## config.mk

```make
export PLATFORM = sky130hd
export DESIGN_NAME = aier_top
export DESIGN_NICKNAME = d
export VERILOG_FILES = /design/src/common/aier_pkg.sv /design/src/common/aier_reg_if.sv /design/src/logic/aier_top.sv /design/src/logic/aier_ahb_slave.sv /design/src/logic/aier_pin_drv.sv
export SDC_FILE = /design/constraint.sdc
export NUM_CORES = 1
export LEC_CHECK = 0
export BUFFER_PORTS_ARGS = -buffer_cell sky130_fd_sc_hd__buf_2
export CAP_MARGIN = 20
export CORE_UTILIZATION = 44
export CTS_BUF_LIST = sky130_fd_sc_hd__clkbuf_4
export CTS_CLUSTER_SIZE = 28
export DETAILED_ROUTE_END_ITERATION = 6
export PLACE_DENSITY = 0.78
export RECOVER_POWER = 25
export SYNTH_ARGS = -nofsm -noshare
export SYNTH_HDL_FRONTEND = slang
export SYNTH_HIERARCHICAL = 1
export SYNTH_SLANG_ARGS = --single-unit
```

## constraint.sdc

```tcl
create_clock -name sys_clk_i -period 1.6 [get_ports sys_clk_i]
set_input_delay 0.24 -clock sys_clk_i [delete_from_list [all_inputs] [get_ports sys_clk_i]]
set_output_delay 0.24 -clock sys_clk_i [all_outputs]
set_load 0.005 [all_outputs]
```

## src/common/aier_pkg.sv

```systemverilog
// constants shared by the interrupt enable and pin routing block
package aier_pkg;
    // register word indices; byte address is four times the index
    localparam logic [7:0] IDX_SOURCE = 8'h0C;
    localparam logic [7:0] IDX_PIN_CFG = 8'h2C;
    localparam logic [7:0] IDX_ENABLE = 8'h2D;
    localparam logic [7:0] IDX_ROUTING = 8'h2E;
    localparam logic [7:0] IDX_STATUS = 8'h30;
    localparam logic [7:0] IDX_MASK = 8'h31;
    localparam logic [7:0] IDX_NONE = 8'hFF;
    localparam logic [21:0] ADDR_HI_ZERO = 22'h00_0000;
    // source bit positions, shared by enable, routing, source, status, mask
    localparam int SLEEP_WAKE_BIT = 7;
    localparam int TRANSIENT_BIT = 5;
    localparam int ORIENTATION_BIT = 4;
    localparam int PULSE_BIT = 3;
    localparam int FALL_MOTION_BIT = 2;
    localparam int SAMPLE_READY_BIT = 0;
    localparam logic [7:0] SRC_MASK = 8'hBD;
    // pin configuration fields
    localparam int POLARITY_BIT = 1;
    localparam int DRIVE_MODE_BIT = 0;
    localparam logic [7:0] PIN_CFG_MASK = 8'h03;
    // reset values
    localparam logic [7:0] REG_RST = 8'h00;
    localparam logic PIN_IDLE_RST = 1'b1;
    localparam logic HRESP_OKAY = 1'b0;
    localparam logic [31:0] HRDATA_RST = 32'h0000_0000;
endpackage

```

## src/common/aier_reg_if.sv

```systemverilog
// register access carrier between bus slave and core
`timescale 1ns/1ps
interface aier_reg_if;
    logic wr_stb;
    logic [7:0] idx;
    logic [7:0] wdata;
    logic [7:0] rdata;
    modport slv (output wr_stb, output idx, output wdata, input rdata);
    modport core (input wr_stb, input idx, input wdata, output rdata);
endinterface

```

## src/logic/aier_top.sv

```systemverilog
// interrupt enable, pin routing and sticky status with ahb-lite access
//
// Implementation choice: the AHB-Lite slave port.
`timescale 1ns/1ps
module aier_top
    import aier_pkg::*;
(
    input wire logic sys_clk_i,
    input wire logic rst_b_i,
    input wire logic hsel_i,
    input wire logic [31:0] haddr_i,
    input wire logic [1:0] htrans_i,
    input wire logic hwrite_i,
    input wire logic [2:0] hsize_i,
    input wire logic [31:0] hwdata_i,
    input wire logic hready_i,
    output logic [31:0] hrdata_o,
    output logic hreadyout_o,
    output logic hresp_o,
    input wire logic [7:0] src_flag_i,
    output logic irq_pin_a_o,
    output logic irq_pin_a_oe_b_o,
    output logic irq_pin_b_o,
    output logic irq_pin_b_oe_b_o,
    output logic irq_o
);
    aier_reg_if rif ();

    logic [7:0] en_r;
    logic [7:0] en_nxt;
    logic [7:0] route_r;
    logic [7:0] route_nxt;
    logic [7:0] pin_cfg_r;
    logic [7:0] pin_cfg_nxt;
    logic [7:0] status_r;
    logic [7:0] status_nxt;
    logic [7:0] mask_r;
    logic [7:0] mask_nxt;
    logic [7:0] gated_prev_r;
    logic irq_r;
    logic irq_nxt;
    logic [7:0] gated_w;

    // ****************************************
    // bus slave
    // ****************************************
    aier_ahb_slave u_slave (
        .sys_clk_i(sys_clk_i),
        .rst_b_i(rst_b_i),
        .hsel_i(hsel_i),
        .haddr_i(haddr_i),
        .htrans_i(htrans_i),
        .hwrite_i(hwrite_i),
        .hsize_i(hsize_i),
        .hwdata_i(hwdata_i),
        .hready_i(hready_i),
        .hrdata_o(hrdata_o),
        .hreadyout_o(hreadyout_o),
        .hresp_o(hresp_o),
        .rif(rif)
    );

    // ****************************************
    // write decode
    // ****************************************
    wire wr_enable_w = rif.wr_stb && (rif.idx == IDX_ENABLE);
    wire wr_route_w = rif.wr_stb && (rif.idx == IDX_ROUTING);
    wire wr_pin_cfg_w = rif.wr_stb && (rif.idx == IDX_PIN_CFG);
    wire wr_status_w = rif.wr_stb && (rif.idx == IDX_STATUS);
    wire wr_mask_w = rif.wr_stb && (rif.idx == IDX_MASK);

    // unused bit positions are masked off
    assign en_nxt = wr_enable_w ? (rif.wdata & SRC_MASK) : en_r;
    assign route_nxt = wr_route_w ? (rif.wdata & SRC_MASK) : route_r;
    assign pin_cfg_nxt = wr_pin_cfg_w ? (rif.wdata & PIN_CFG_MASK) : pin_cfg_r;
    assign mask_nxt = wr_mask_w ? (rif.wdata & SRC_MASK) : mask_r;

    // ****************************************
    // source gating
    // ****************************************
    // flags pass only when enabled
    assign gated_w[SLEEP_WAKE_BIT] = src_flag_i[SLEEP_WAKE_BIT] & en_r[SLEEP_WAKE_BIT];
    assign gated_w[6] = 1'b0;
    assign gated_w[TRANSIENT_BIT] = src_flag_i[TRANSIENT_BIT] & en_r[TRANSIENT_BIT];
    assign gated_w[ORIENTATION_BIT] = src_flag_i[ORIENTATION_BIT] & en_r[ORIENTATION_BIT];
    assign gated_w[PULSE_BIT] = src_flag_i[PULSE_BIT] & en_r[PULSE_BIT];
    assign gated_w[FALL_MOTION_BIT] = src_flag_i[FALL_MOTION_BIT] & en_r[FALL_MOTION_BIT];
    assign gated_w[1] = 1'b0;
    assign gated_w[SAMPLE_READY_BIT] = src_flag_i[SAMPLE_READY_BIT] & en_r[SAMPLE_READY_BIT];

    // ****************************************
    // pin steering
    // ****************************************
    // each enabled source on one pin
    // routing 1 to pin a, 0 to pin b
    wire [7:0] to_a_w = gated_w & route_r;
    wire [7:0] to_b_w = gated_w & ~route_r;
    wire lvl_a_w = |to_a_w;
    wire lvl_b_w = |to_b_w;
    wire pol_w = pin_cfg_r[POLARITY_BIT];
    wire od_w = pin_cfg_r[DRIVE_MODE_BIT];

    aier_pin_drv u_pin_a (
        .sys_clk_i(sys_clk_i),
        .rst_b_i(rst_b_i),
        .level_i(lvl_a_w),
        .polarity_i(pol_w),
        .open_drain_i(od_w),
        .pin_o(irq_pin_a_o),
        .pin_oe_b_o(irq_pin_a_oe_b_o)
    );

    aier_pin_drv u_pin_b (
        .sys_clk_i(sys_clk_i),
        .rst_b_i(rst_b_i),
        .level_i(lvl_b_w),
        .polarity_i(pol_w),
        .open_drain_i(od_w),
        .pin_o(irq_pin_b_o),
        .pin_oe_b_o(irq_pin_b_oe_b_o)
    );

    // ****************************************
    // sticky status and interrupt line
    // ****************************************
    // rising edge of an enabled source; a level held high sets only once
    wire [7:0] rise_w = gated_w & ~gated_prev_r;
    wire [7:0] clr_w = wr_status_w ? (rif.wdata & SRC_MASK) : REG_RST;
    // set wins over a clear in the same cycle
    assign status_nxt = (status_r & ~clr_w) | rise_w;
    assign irq_nxt = |(status_nxt & mask_nxt);

    always_ff @(posedge sys_clk_i) begin
        if (!rst_b_i) begin
            en_r <= REG_RST;
            route_r <= REG_RST;
            pin_cfg_r <= REG_RST;
            status_r <= REG_RST;
            mask_r <= REG_RST;
            gated_prev_r <= REG_RST;
            irq_r <= 1'b0;
        end else begin
            en_r <= en_nxt;
            route_r <= route_nxt;
            pin_cfg_r <= pin_cfg_nxt;
            status_r <= status_nxt;
            mask_r <= mask_nxt;
            gated_prev_r <= gated_w;
            irq_r <= irq_nxt;
        end
    end

    assign irq_o = irq_r;

    // ****************************************
    // read mux
    // ****************************************
    // live enabled sources for the host to poll
    wire [7:0] rd_source_w = (rif.idx == IDX_SOURCE) ? gated_w : REG_RST;
    wire [7:0] rd_pin_cfg_w = (rif.idx == IDX_PIN_CFG) ? pin_cfg_r : REG_RST;
    wire [7:0] rd_en_w = (rif.idx == IDX_ENABLE) ? en_r : REG_RST;
    wire [7:0] rd_route_w = (rif.idx == IDX_ROUTING) ? route_r : REG_RST;
    wire [7:0] rd_status_w = (rif.idx == IDX_STATUS) ? status_r : REG_RST;
    wire [7:0] rd_mask_w = (rif.idx == IDX_MASK) ? mask_r : REG_RST;
    // unmapped indices fall through to zero
    assign rif.rdata = rd_source_w | rd_pin_cfg_w | rd_en_w | rd_route_w
                     | rd_status_w | rd_mask_w;

    wire [7:0] src_blocked_w = src_flag_i & ~en_r & SRC_MASK;

    // ****************************************
    // per-source end-to-end checks
    // ****************************************
    // push-pull only; the drive checks cover open drain release on pin a, not on pin b
    wire [7:0] live_en_w = src_flag_i & en_r;
endmodule

```

## src/logic/aier_ahb_slave.sv

```systemverilog
// ahb-lite slave: zero-wait writes, one-wait reads
`timescale 1ns/1ps
module aier_ahb_slave
    import aier_pkg::*;
(
    input wire logic sys_clk_i,
    input wire logic rst_b_i,
    input wire logic hsel_i,
    input wire logic [31:0] haddr_i,
    input wire logic [1:0] htrans_i,
    input wire logic hwrite_i,
    input wire logic [2:0] hsize_i,
    input wire logic [31:0] hwdata_i,
    input wire logic hready_i,
    output logic [31:0] hrdata_o,
    output logic hreadyout_o,
    output logic hresp_o,
    aier_reg_if.slv rif
);
    logic dp_wr_r;
    logic rd_wait_r;
    logic [7:0] idx_r;
    logic [31:0] hrdata_r;

    // ****************************************
    // address phase decode
    // ****************************************
    // only whole-word transfers are used; hsize is not checked
    wire take_w = hsel_i && htrans_i[1] && hready_i;
    wire in_win_w = (haddr_i[31:10] == ADDR_HI_ZERO);
    wire [7:0] idx_nxt = in_win_w ? haddr_i[9:2] : IDX_NONE;

    always_ff @(posedge sys_clk_i) begin
        if (!rst_b_i) begin
            dp_wr_r <= 1'b0;
            rd_wait_r <= 1'b0;
            idx_r <= IDX_NONE;
            hrdata_r <= HRDATA_RST;
        end else begin
            dp_wr_r <= take_w && hwrite_i;
            rd_wait_r <= take_w && !hwrite_i;
            if (take_w) begin
                idx_r <= idx_nxt;
            end
            // wait cycle lets a write just before land first
            if (rd_wait_r) begin
                hrdata_r <= {24'h00_0000, rif.rdata};
            end
        end
    end

    assign rif.wr_stb = dp_wr_r;
    assign rif.idx = idx_r;
    assign rif.wdata = hwdata_i[7:0];
    assign hrdata_o = hrdata_r;
    assign hreadyout_o = !rd_wait_r;
    assign hresp_o = HRESP_OKAY;
endmodule

```

## src/logic/aier_pin_drv.sv

```systemverilog
// one interrupt pin: polarity and push-pull / open-drain drive
`timescale 1ns/1ps
module aier_pin_drv
    import aier_pkg::*;
(
    input wire logic sys_clk_i,
    input wire logic rst_b_i,
    input wire logic level_i,
    input wire logic polarity_i,
    input wire logic open_drain_i,
    output logic pin_o,
    output logic pin_oe_b_o
);
    logic pin_r;
    logic oe_b_r;

    wire drive_val_w = polarity_i ? level_i : !level_i;

    always_ff @(posedge sys_clk_i) begin
        if (!rst_b_i) begin
            pin_r <= PIN_IDLE_RST;
            oe_b_r <= 1'b0;
        end else begin
            pin_r <= open_drain_i ? 1'b0 : drive_val_w;
            oe_b_r <= open_drain_i ? drive_val_w : 1'b0;
        end
    end

    assign pin_o = pin_r;
    assign pin_oe_b_o = oe_b_r;
endmodule

```

==> metrics.cfg, run 1 <==
[run]
drv_cap = 0

[outcome]
violations = setup timing
outcome = complete, but fails checks

[timing]
fin_hold_ws_ns = 0.0162
min_period_ns = 1.88
tightestPinTransition_ns = 0.564
slew_headroom_pct = 62.2
fmax_mhz = 533
fin_skew_ns = 0.00965
setup_violations = 21
fin_crit_sh_pct = 117
hold_violations = 0
rsz0062_at_grt = yes
fin_ws_ns = -0.275
maxSlewViolCount = 0

[global_route]
antenna_found_initial = 0
grt_pass1_wl_um = 10600
grt_pass1_vias = 2314
overflow = 0
grt_usage_pct = 21.0
grt_max_degree = 55

[die]
initial_core_util_pct = 46.1
die_h_um = 81.0
rows = 28
dieWidth_um = 81.0
core_area_um2 = 5960
ios = 121
die_area_um2 = 6560

[routing]
avgViaCountPerCell = 5.36
wl_um = 7100
wl_per_cell_um = 15.2
drc = 0
first_pass_iters = 6
drtIter0Drc = 257
ant_nets = 0
via_count = 2503

[synth]
syn_inst = 310
synth_area_per_cell_um2 = 8.86
syn_area_um2 = 2750
ys_warn_count = 6

[cells_and_area]
drive_above_1_share_pct = 32.4
final_cell_mix = 61 x buf_2, 51 x dfxtp_1, 26 x conb_1, 25 x buf_4, 21 x nand2_1
mostFrequentLayoutCell = buf_2
stdcell_count = 467
fin_nets = 473
area_growth_pct = 24.1
antennaDiodeCount = 0
fin_area_um2 = 3410
fillCellCount = 529

[placed_design]
dp.cells = 450
port_buffers = 62
dpl.hpwl_um = 4670
placed_cell_area_um2 = 3160
place.gp.congestion = 0.833

[worst_setup_path]
cp_data_required_time_ns = 1.94
cp-start-kind = flop
cp_max_fo = 5
critPathKind = flop to flop
worstPathArrival_ns = 2.22
worstSetupEndpointType = flop

[clock_network]
hold_buffers = 0
cts-buffers-inserted = 5
clk_pin_slew_ns = 0.16
worst_skew_pair.late_latency_ns = 0.39
clock_sinks = 55
clockBufferDepth = 2
clockRootBuffer = clkbuf_4
htree_levels = 2
tritoncts = done

[pwr]
finalPower_mw = 2.28
ir_drop_v = 0.000365
power_density_nw_per_um2 = 668
p_leak_nw = 1.48

[min_path]
worstHoldPathType = input pin to flop

registers in the layout, indices dropped and copies added, names as in the netlist, 2 cells and up:
register          flops
status_r              6
mask_r                6
pin_cfg_r             2
gated_prev_r          6
en_r                  6
u_slave/hrdata_o      8
route_r               6
u_slave/rif.idx       8
critical path, cell delays in order (launching register included):
cell	delay (ns)
dfxtp_2	0.35
buf_6	0.11
or3_4	0.41
buf_4	0.16
nor3_4	0.18
buf_6	0.16
a21o_1	0.09
a221o_1	0.18
mux2i_1	0.08
nor2b_1	0.11
power breakdown:
group / internal [mW] / leakage [nW] / total (mW) / switching [mW]
sequential: 1.37 / 0.441 / 1.37 / 0.00260
combinational: 0.0680 / 0.993 / 0.143 / 0.0750
clock: 0.322 / 0.0426 / 0.762 / 0.440
layer usage:
layer | wire [um] | track usage (%) | vias to the layer above
li1 | - | - | 1214
met1 | 2960 | 25.2 | 1159
met2 | 3520 | 36.9 | 106
met3 | 429 | 3.71 | 24
met4 | 194 | 8.21 | 0
met5 | 0 | 0 | -
repair_timing:
action | in CTS | in global routing
resized for setup | 16 | 31
setup buffers | 4 | 5
pin swaps | 5 | 13
endpoints found under the setup margin | 23 | 30
gates cloned | 1 | 1
metrics by stage:
step                      worst slack [ns]  utilization (%)  setup TNS [ns]
after detailed placement            -0.231             53.0           -3.05
after global placement              -0.188             53.0           -2.33
after CTS                           -0.203             55.3           -1.64
after global routing                -0.317             57.3           -4.73
after floorplan                    -0.0288                -         -0.0864
final                               -0.275             57.3           -3.32
area by class of cell:
type	instances	area [um2]	area share, %
clock inverter	3	38.8	1.14
multi-input combinational	228	1480	43.4
sequential	55	1110	32.4
clock buffer	5	37.5	1.10
inverter	4	15.0	0.440
timing repair buffer	97	639	18.7
tap	75	93.8	2.75
path summary, 6_finish.rpt:
check        slack (ns)               start  depth (start not counted)             endpoint
min reg2reg        0.51          route_r[4]                          2           route_r[4]
max reg2reg       -0.28  u_slave/rif.idx[7]                          9  u_slave/hrdata_o[2]
min                0.02            hwrite_i                          2    u_slave/rd_wait_r
max               -0.28  u_slave/rif.idx[7]                          9  u_slave/hrdata_o[2]
Note: power is estimated with default switching activity, not from simulation.
==> run 2, diff against run 1 <==
--- a/config.mk
+++ b/config.mk
@@ -11,6 +11,7 @@
 export CTS_BUF_LIST = sky130_fd_sc_hd__clkbuf_4
 export CTS_CLUSTER_SIZE = 28
 export DETAILED_ROUTE_END_ITERATION = 6
+export HOLD_SLACK_MARGIN = 0.03
 export PLACE_DENSITY = 0.78
 export RECOVER_POWER = 25
 export SYNTH_ARGS = -nofsm -noshare
==> run 2 against run 1 <==
Effect of this change: the flow still finishes with violations (setup timing); clock skew about the same; die area stayed put; non-clock buffer count rose by 1; critical path type unchanged; critical endpoint unchanged; largest cell class unchanged.
==> metrics.cfg, run 2 (synthesis gave the netlist of run 1 again) <==
[timing]
hold_violations = 0  ; unchanged
fmax_mhz = 534  ; was 533 MHz
fin_ws_ns = -0.273  ; was -0.275 ns
fin_skew_ns = 0.00994  ; was 0.00965 ns
fin_crit_sh_pct = 117  ; about the same
maxSlewViolCount = 0  ; unchanged
slew_headroom_pct = 62.7  ; was 62.2%
fin_hold_ws_ns = 0.102  ; was 0.0162 ns
setup_violations = 21  ; unchanged
tightestPinTransition_ns = 0.557  ; was 0.564 ns
rsz0062_at_grt = yes  ; unchanged
min_period_ns = 1.87  ; was 1.88 ns

[clock_network]
tritoncts = done  ; unchanged
htree_levels = 2  ; unchanged
clock_sinks = 55  ; unchanged
clockBufferDepth = 2  ; unchanged
worst_skew_pair.late_latency_ns = 0.40  ; was 0.39 ns
cts-buffers-inserted = 5  ; unchanged
clockRootBuffer = clkbuf_4  ; unchanged
clk_pin_slew_ns = 0.16  ; about the same

[routing]
drc = 0  ; unchanged
avgViaCountPerCell = 5.41  ; was 5.36
drtIter0Drc = 230  ; was 257
wl_per_cell_um = 15.2  ; about the same
via_count = 2531  ; was 2,503
first_pass_iters = 5  ; was 6
wl_um = 7110  ; was 7100 um
ant_nets = 0  ; unchanged

[worst_setup_path]
reg2reg_depth = 9  ; unchanged
cp_common_cell = buf_6  ; unchanged
critPathKind = flop to flop  ; unchanged
cp_data_required_time_ns = 1.95  ; was 1.94 ns
cpPeakStageDelay_ns = 0.41  ; about the same
worstSetupEndpointType = flop  ; unchanged
path_cells = buf_6, or3_4, buf_4, nor3_4, buf_6, a21o_1, a221o_1, mux2i_1, nor2b_1  ; unchanged
worstPathArrival_ns = 2.22  ; about the same
cp_max_fo = 5  ; unchanged
slowest_stage = or3_4  ; unchanged
cp-start-kind = flop  ; unchanged

[pwr]
p_sw_share_pct = 22.7  ; about the same
pwr-share-seq_pct = 60.2  ; was 60.3%
netSwitchingPower_mw = 0.519  ; was 0.518 mW
ir_drop_v = 0.000365  ; about the same
power_density_nw_per_um2 = 667  ; was 668 nW/um2
clkPwrFrac_pct = 33.5  ; was 33.4%
p_leak_nw = 1.48  ; about the same
power.internal_mw = 1.76  ; about the same
pwr-share-comb_pct = 6.3  ; about the same

[placed_design]
dpl.hpwl_um = 4670  ; unchanged
place.gp.congestion = 0.833  ; unchanged
port_buffers = 62  ; unchanged
placed_cell_area_um2 = 3160  ; unchanged

[die]
dieWidth_um = 81.0  ; unchanged
rows = 28  ; unchanged
core_area_um2 = 5960  ; unchanged
die_area_um2 = 6560  ; unchanged
initial_core_util_pct = 46.1  ; unchanged
ios = 121  ; unchanged
die_h_um = 81.0  ; unchanged

[global_route]
grt_pass1_vias = 2321  ; was 2,314
grt_pass1_wl_um = 10600  ; about the same
grt_usage_pct = 21.0  ; about the same
overflow = 0  ; unchanged
grt_max_degree = 55  ; unchanged
antenna_found_initial = 0  ; unchanged

[cells_and_area]
utilization_pct = 57.4  ; was 57.3%
fin_nets = 474  ; was 473
area_growth_pct = 24.5  ; was 24.1%
antennaDiodeCount = 0  ; unchanged
fillCellCount = 526  ; was 529
fin_area_um2 = 3420  ; was 3410 um2
mostFrequentLayoutCell = buf_2  ; unchanged
final_cell_mix = 61 x buf_2, 51 x dfxtp_1, 26 x conb_1, 25 x buf_4, 21 x nand2_1  ; unchanged
drive_above_1_share_pct = 32.3  ; was 32.4%

[run]
drv_cap = 0  ; unchanged

[min_path]
worstHoldPathCells = 3  ; was 2
worstHoldPathType = input pin to flop  ; unchanged

[outcome]
violations = setup timing  ; unchanged
outcome = complete, but fails checks  ; unchanged

run 2: changes by cell type in the layout (fill, tap and decap cells not counted):
cell,delta
dlygate4sd3_1,+1
run 2: metal layers:
layer	vias up	global-route usage (%)	part of all wire (%)
met5	-	0	0
met4	0	8.21	3.3
met3	28	3.71	6.5
met2	125	36.9	49
met1	1161	25.4	41
li1	1217	-	-
run 2: final cells by class:
| cell class | instances | area [um2] | area share, % |
|---|---|---|---|
| multi-input cells | 228 | 1480 | 43.3 |
| flip-flops and latches | 55 | 1110 | 32.3 |
| repair buffers | 98 | 649 | 19.0 |
| well taps | 75 | 93.8 | 2.74 |
| clock inverters | 3 | 38.8 | 1.13 |
| clock buffers | 5 | 37.5 | 1.10 |
| inverters | 4 | 15.0 | 0.439 |
run 2: through the flow:
stage	worst slack, ns	TNS (ns)	total power, mW	cells
final	-0.273	-3.45	2.28	468
after detailed placement	-0.231	-3.05	1.54	450
after CTS	-0.203	-1.64	2.28	463
after floorplan	-0.0288	-0.0864	1.51	334
after global routing	-0.326	-4.99	2.36	468
after global placement	-0.188	-2.33	1.54	450
run 2: worst max-delay path, delay by kind of cell (launching register included):
kind / cells / cell delay, ns
AO/OA/AOI/OAI: 2 / 0.26
multiplexers: 1 / 0.08
buffers and inverters: 3 / 0.44
AND/OR/NAND/NOR: 3 / 0.70
flip-flops: 1 / 0.35
run 2: power groups by stage:
stage          combinational (mW)  sequential (mW)  clock [mW]
6_report                    0.145             1.37       0.763
5_1_grt                     0.161             1.37       0.821
4_1_cts                     0.142             1.37       0.768
3_5_place_dp                0.140             1.40           0
3_3_place_gp                0.136             1.40           0
2_1_floorplan               0.113             1.40           0
run 2: worst paths after layout:
path                           start             endpoint  slack [ns]
hold / removal           hwdata_i[5]           route_r[5]        0.10
hold reg to reg           route_r[4]           route_r[4]        0.51
setup / recovery  u_slave/rif.idx[7]  u_slave/hrdata_o[2]       -0.27
setup reg to reg  u_slave/rif.idx[7]  u_slave/hrdata_o[2]       -0.27
run 2: what timing repair did:
| action | in CTS | in global routing |
|---|---|---|
| endpoints found under the hold margin | 1 | 0 |
| buffers inserted | 4 | 5 |
| gates cloned | 1 | 1 |
| pin swaps | 5 | 13 |
| resized for setup | 16 | 31 |
| setup endpoints to repair | 23 | 30 |
| hold buffers | 1 | 0 |
==> run 3, diff against run 2 <==
--- a/config.mk
+++ b/config.mk
@@ -5,12 +5,12 @@
 export SDC_FILE = /design/constraint.sdc
 export NUM_CORES = 1
 export LEC_CHECK = 0
-export BUFFER_PORTS_ARGS = -buffer_cell sky130_fd_sc_hd__buf_2
 export CAP_MARGIN = 20
-export CORE_UTILIZATION = 44
+export CORE_UTILIZATION = 59
 export CTS_BUF_LIST = sky130_fd_sc_hd__clkbuf_4
 export CTS_CLUSTER_SIZE = 28
 export DETAILED_ROUTE_END_ITERATION = 6
+export DONT_BUFFER_PORTS = 1
 export HOLD_SLACK_MARGIN = 0.03
 export PLACE_DENSITY = 0.78
 export RECOVER_POWER = 25
==> run 3 against run 2 <==
Effect of this change: the run ends with DRC, setup timing left; sequential power about the same; register-to-register slack improved by 0.08 ns; clock power up 21%; wire length is 12% lower; clock skew decreased by 0.0028 ns; worst hold slack got worse by 0.052 ns; largest power group unchanged.
==> metrics.cfg, run 3 (synthesis gave the netlist of run 1 again) <==
[outcome]
outcome = complete, but fails checks  ; unchanged
violations = DRC, setup timing  ; was setup timing

[routing]
avgViaCountPerCell = 5.95  ; was 5.41
drc = 1  ; was 0
wl_um = 6240  ; was 7110 um
drtIter0Drc = 150  ; was 230
first_pass_iters = 7  ; was 5
via_count = 2271  ; was 2,531
wl_per_cell_um = 16.3  ; was 15.2 um
ant_nets = 0  ; unchanged

[worst_setup_path]
critPathKind = flop to flop  ; unchanged
worstPathArrival_ns = 2.11  ; was 2.22 ns
worstSetupEndpointType = flop  ; unchanged
cp-start-kind = flop  ; unchanged
cp_data_required_time_ns = 1.92  ; was 1.95 ns
cp_max_fo = 5  ; unchanged

[global_route]
grt_pass1_vias = 2096  ; was 2,321
grt_max_degree = 47  ; was 55
grt_usage_pct = 25.5  ; was 21.0%
antenna_found_initial = 0  ; unchanged
overflow = 0  ; unchanged
grt_pass1_wl_um = 9830  ; was 10,600 um

[clock_network]
clock_sinks = 55  ; unchanged
tritoncts = done  ; unchanged
cts-buffers-inserted = 5  ; unchanged
htree_levels = 2  ; unchanged
clockBufferDepth = 2  ; unchanged
clk_pin_slew_ns = 0.15  ; was 0.16 ns
worst_skew_pair.late_latency_ns = 0.37  ; was 0.40 ns
clockRootBuffer = clkbuf_4  ; unchanged

[die]
die_area_um2 = 4930  ; was 6560 um2
ios = 121  ; unchanged
initial_core_util_pct = 62.2  ; was 46.1%
die_h_um = 70.2  ; was 81.0 um
rows = 24  ; was 28
core_area_um2 = 4410  ; was 5960 um2
dieWidth_um = 70.2  ; was 81.0 um

[pwr]
p_leak_nw = 1.23  ; was 1.48 nW
pwr-share-seq_pct = 57.4  ; was 60.2%
pwr-share-comb_pct = 4.1  ; was 6.3%
power_density_nw_per_um2 = 770  ; was 667 nW/um2
ir_drop_v = 0.000329  ; was 0.000365 V
power.internal_mw = 1.92  ; was 1.76 mW
p_sw_share_pct = 19.5  ; was 22.7%
clkPwrFrac_pct = 38.5  ; was 33.5%
netSwitchingPower_mw = 0.467  ; was 0.519 mW

[timing]
maxSlewViolCount = 0  ; unchanged
fin_skew_ns = 0.00716  ; was 0.00994 ns
fin_crit_sh_pct = 112  ; was 117%
fin_hold_ws_ns = 0.0508  ; was 0.102 ns
rsz0062_at_grt = yes  ; unchanged
tightestPinTransition_ns = 0.809  ; was 0.557 ns
fmax_mhz = 559  ; was 534 MHz
setup_violations = 9  ; was 21
min_period_ns = 1.79  ; was 1.87 ns
fin_ws_ns = -0.190  ; was -0.273 ns
hold_violations = 0  ; unchanged
setup_tns_ns = -1.12  ; was -3.45 ns
slew_headroom_pct = 45.7  ; was 62.7%

[cells_and_area]
fillCellCount = 340  ; was 526
final_cell_mix = 50 x dfxtp_1, 26 x conb_1, 23 x nand2_1, 18 x nor2_1, 17 x nor2b_1  ; was 61 x buf_2, 51 x dfxtp_1, 26 x conb_1, 25 x buf_4, 21 x nand2_1
fin_nets = 411  ; was 474
utilization_pct = 70.4  ; was 57.4%
mostFrequentLayoutCell = dfxtp_1  ; was buf_2
fin_area_um2 = 3110  ; was 3420 um2
antennaDiodeCount = 0  ; unchanged
area_growth_pct = 13.1  ; was 24.5%
drive_above_1_share_pct = 16.4  ; was 32.3%

[placed_design]
dpl.hpwl_um = 4240  ; was 4670 um
placed_cell_area_um2 = 2740  ; was 3160 um2
place.gp.congestion = 0.805  ; was 0.833
place_ws_ns = -0.207  ; was -0.231 ns
port_buffers = 0  ; was 62

[min_path]
worstHoldPathType = input pin to flop  ; unchanged

[run]
drv_cap = 0  ; unchanged

==> run 3: critical path, cell delays in order (launching register included) <==
cell and delay, ns:
dfxtp_2 0.35, buf_6 0.11, or3_4 0.41, nor3_4 0.20
buf_4 0.19, a22o_1 0.15, a221o_1 0.12, mux2i_1 0.07
nor2b_1 0.13
==> run 3: layout make-up <==
cell class                      count  area [um2]  area share, %
Multi-Input combinational cell    228        1470           47.4
Clock buffer                        6        45.0           1.45
Timing Repair Buffer               35         342           11.0
Clock inverter                      2        60.1           1.93
Inverter                            4        15.0          0.483
Tap cell                           52        65.1           2.09
Sequential cell                    55        1110           35.6
==> run 3: per-stage QoR <==
step                instances  power, mW
global route              382       2.48
floorplan                 334       1.51
finish                    382       2.39
global placement          357       1.45
detailed placement        357       1.45
CTS                       382       2.41
==> run 3: power by group through the flow <==
stage | Clock, mW | Combinational [mW] | Sequential [mW]
6_report | 0.921 | 0.0980 | 1.37
2_1_floorplan | 0 | 0.113 | 1.40
3_3_place_gp | 0 | 0.0441 | 1.40
4_1_cts | 0.945 | 0.0948 | 1.37
3_5_place_dp | 0 | 0.0445 | 1.40
5_1_grt | 1.00 | 0.105 | 1.37
==> run 3: worst paths after layout <==
path	to	depth (start not counted)	slack, ns	startpoint
setup reg to reg	u_slave/hrdata_o[2]	8	-0.19	u_slave/rif.idx[7]
hold / removal	u_slave/rif.idx[6]	2	0.05	haddr_i[8]
hold reg to reg	en_r[0]	2	0.52	en_r[0]
setup / recovery	u_slave/hrdata_o[2]	8	-0.19	u_slave/rif.idx[7]
==> run 3: what timing repair did <==
item,in CTS,in global routing
resized for setup,15,25
endpoints found under the setup margin,22,29
pin swaps,4,3
hold buffers,15,0
setup buffers,1,1
gates cloned,1,0
endpoints found under the hold margin,47,0
==> run 3: routing by layer <==
metal  share of wire, %  track usage [%]
met2                 48             42.6
met4                1.1             5.11
met3                7.6             6.35
met5                  0                0
met1                 43             33.1
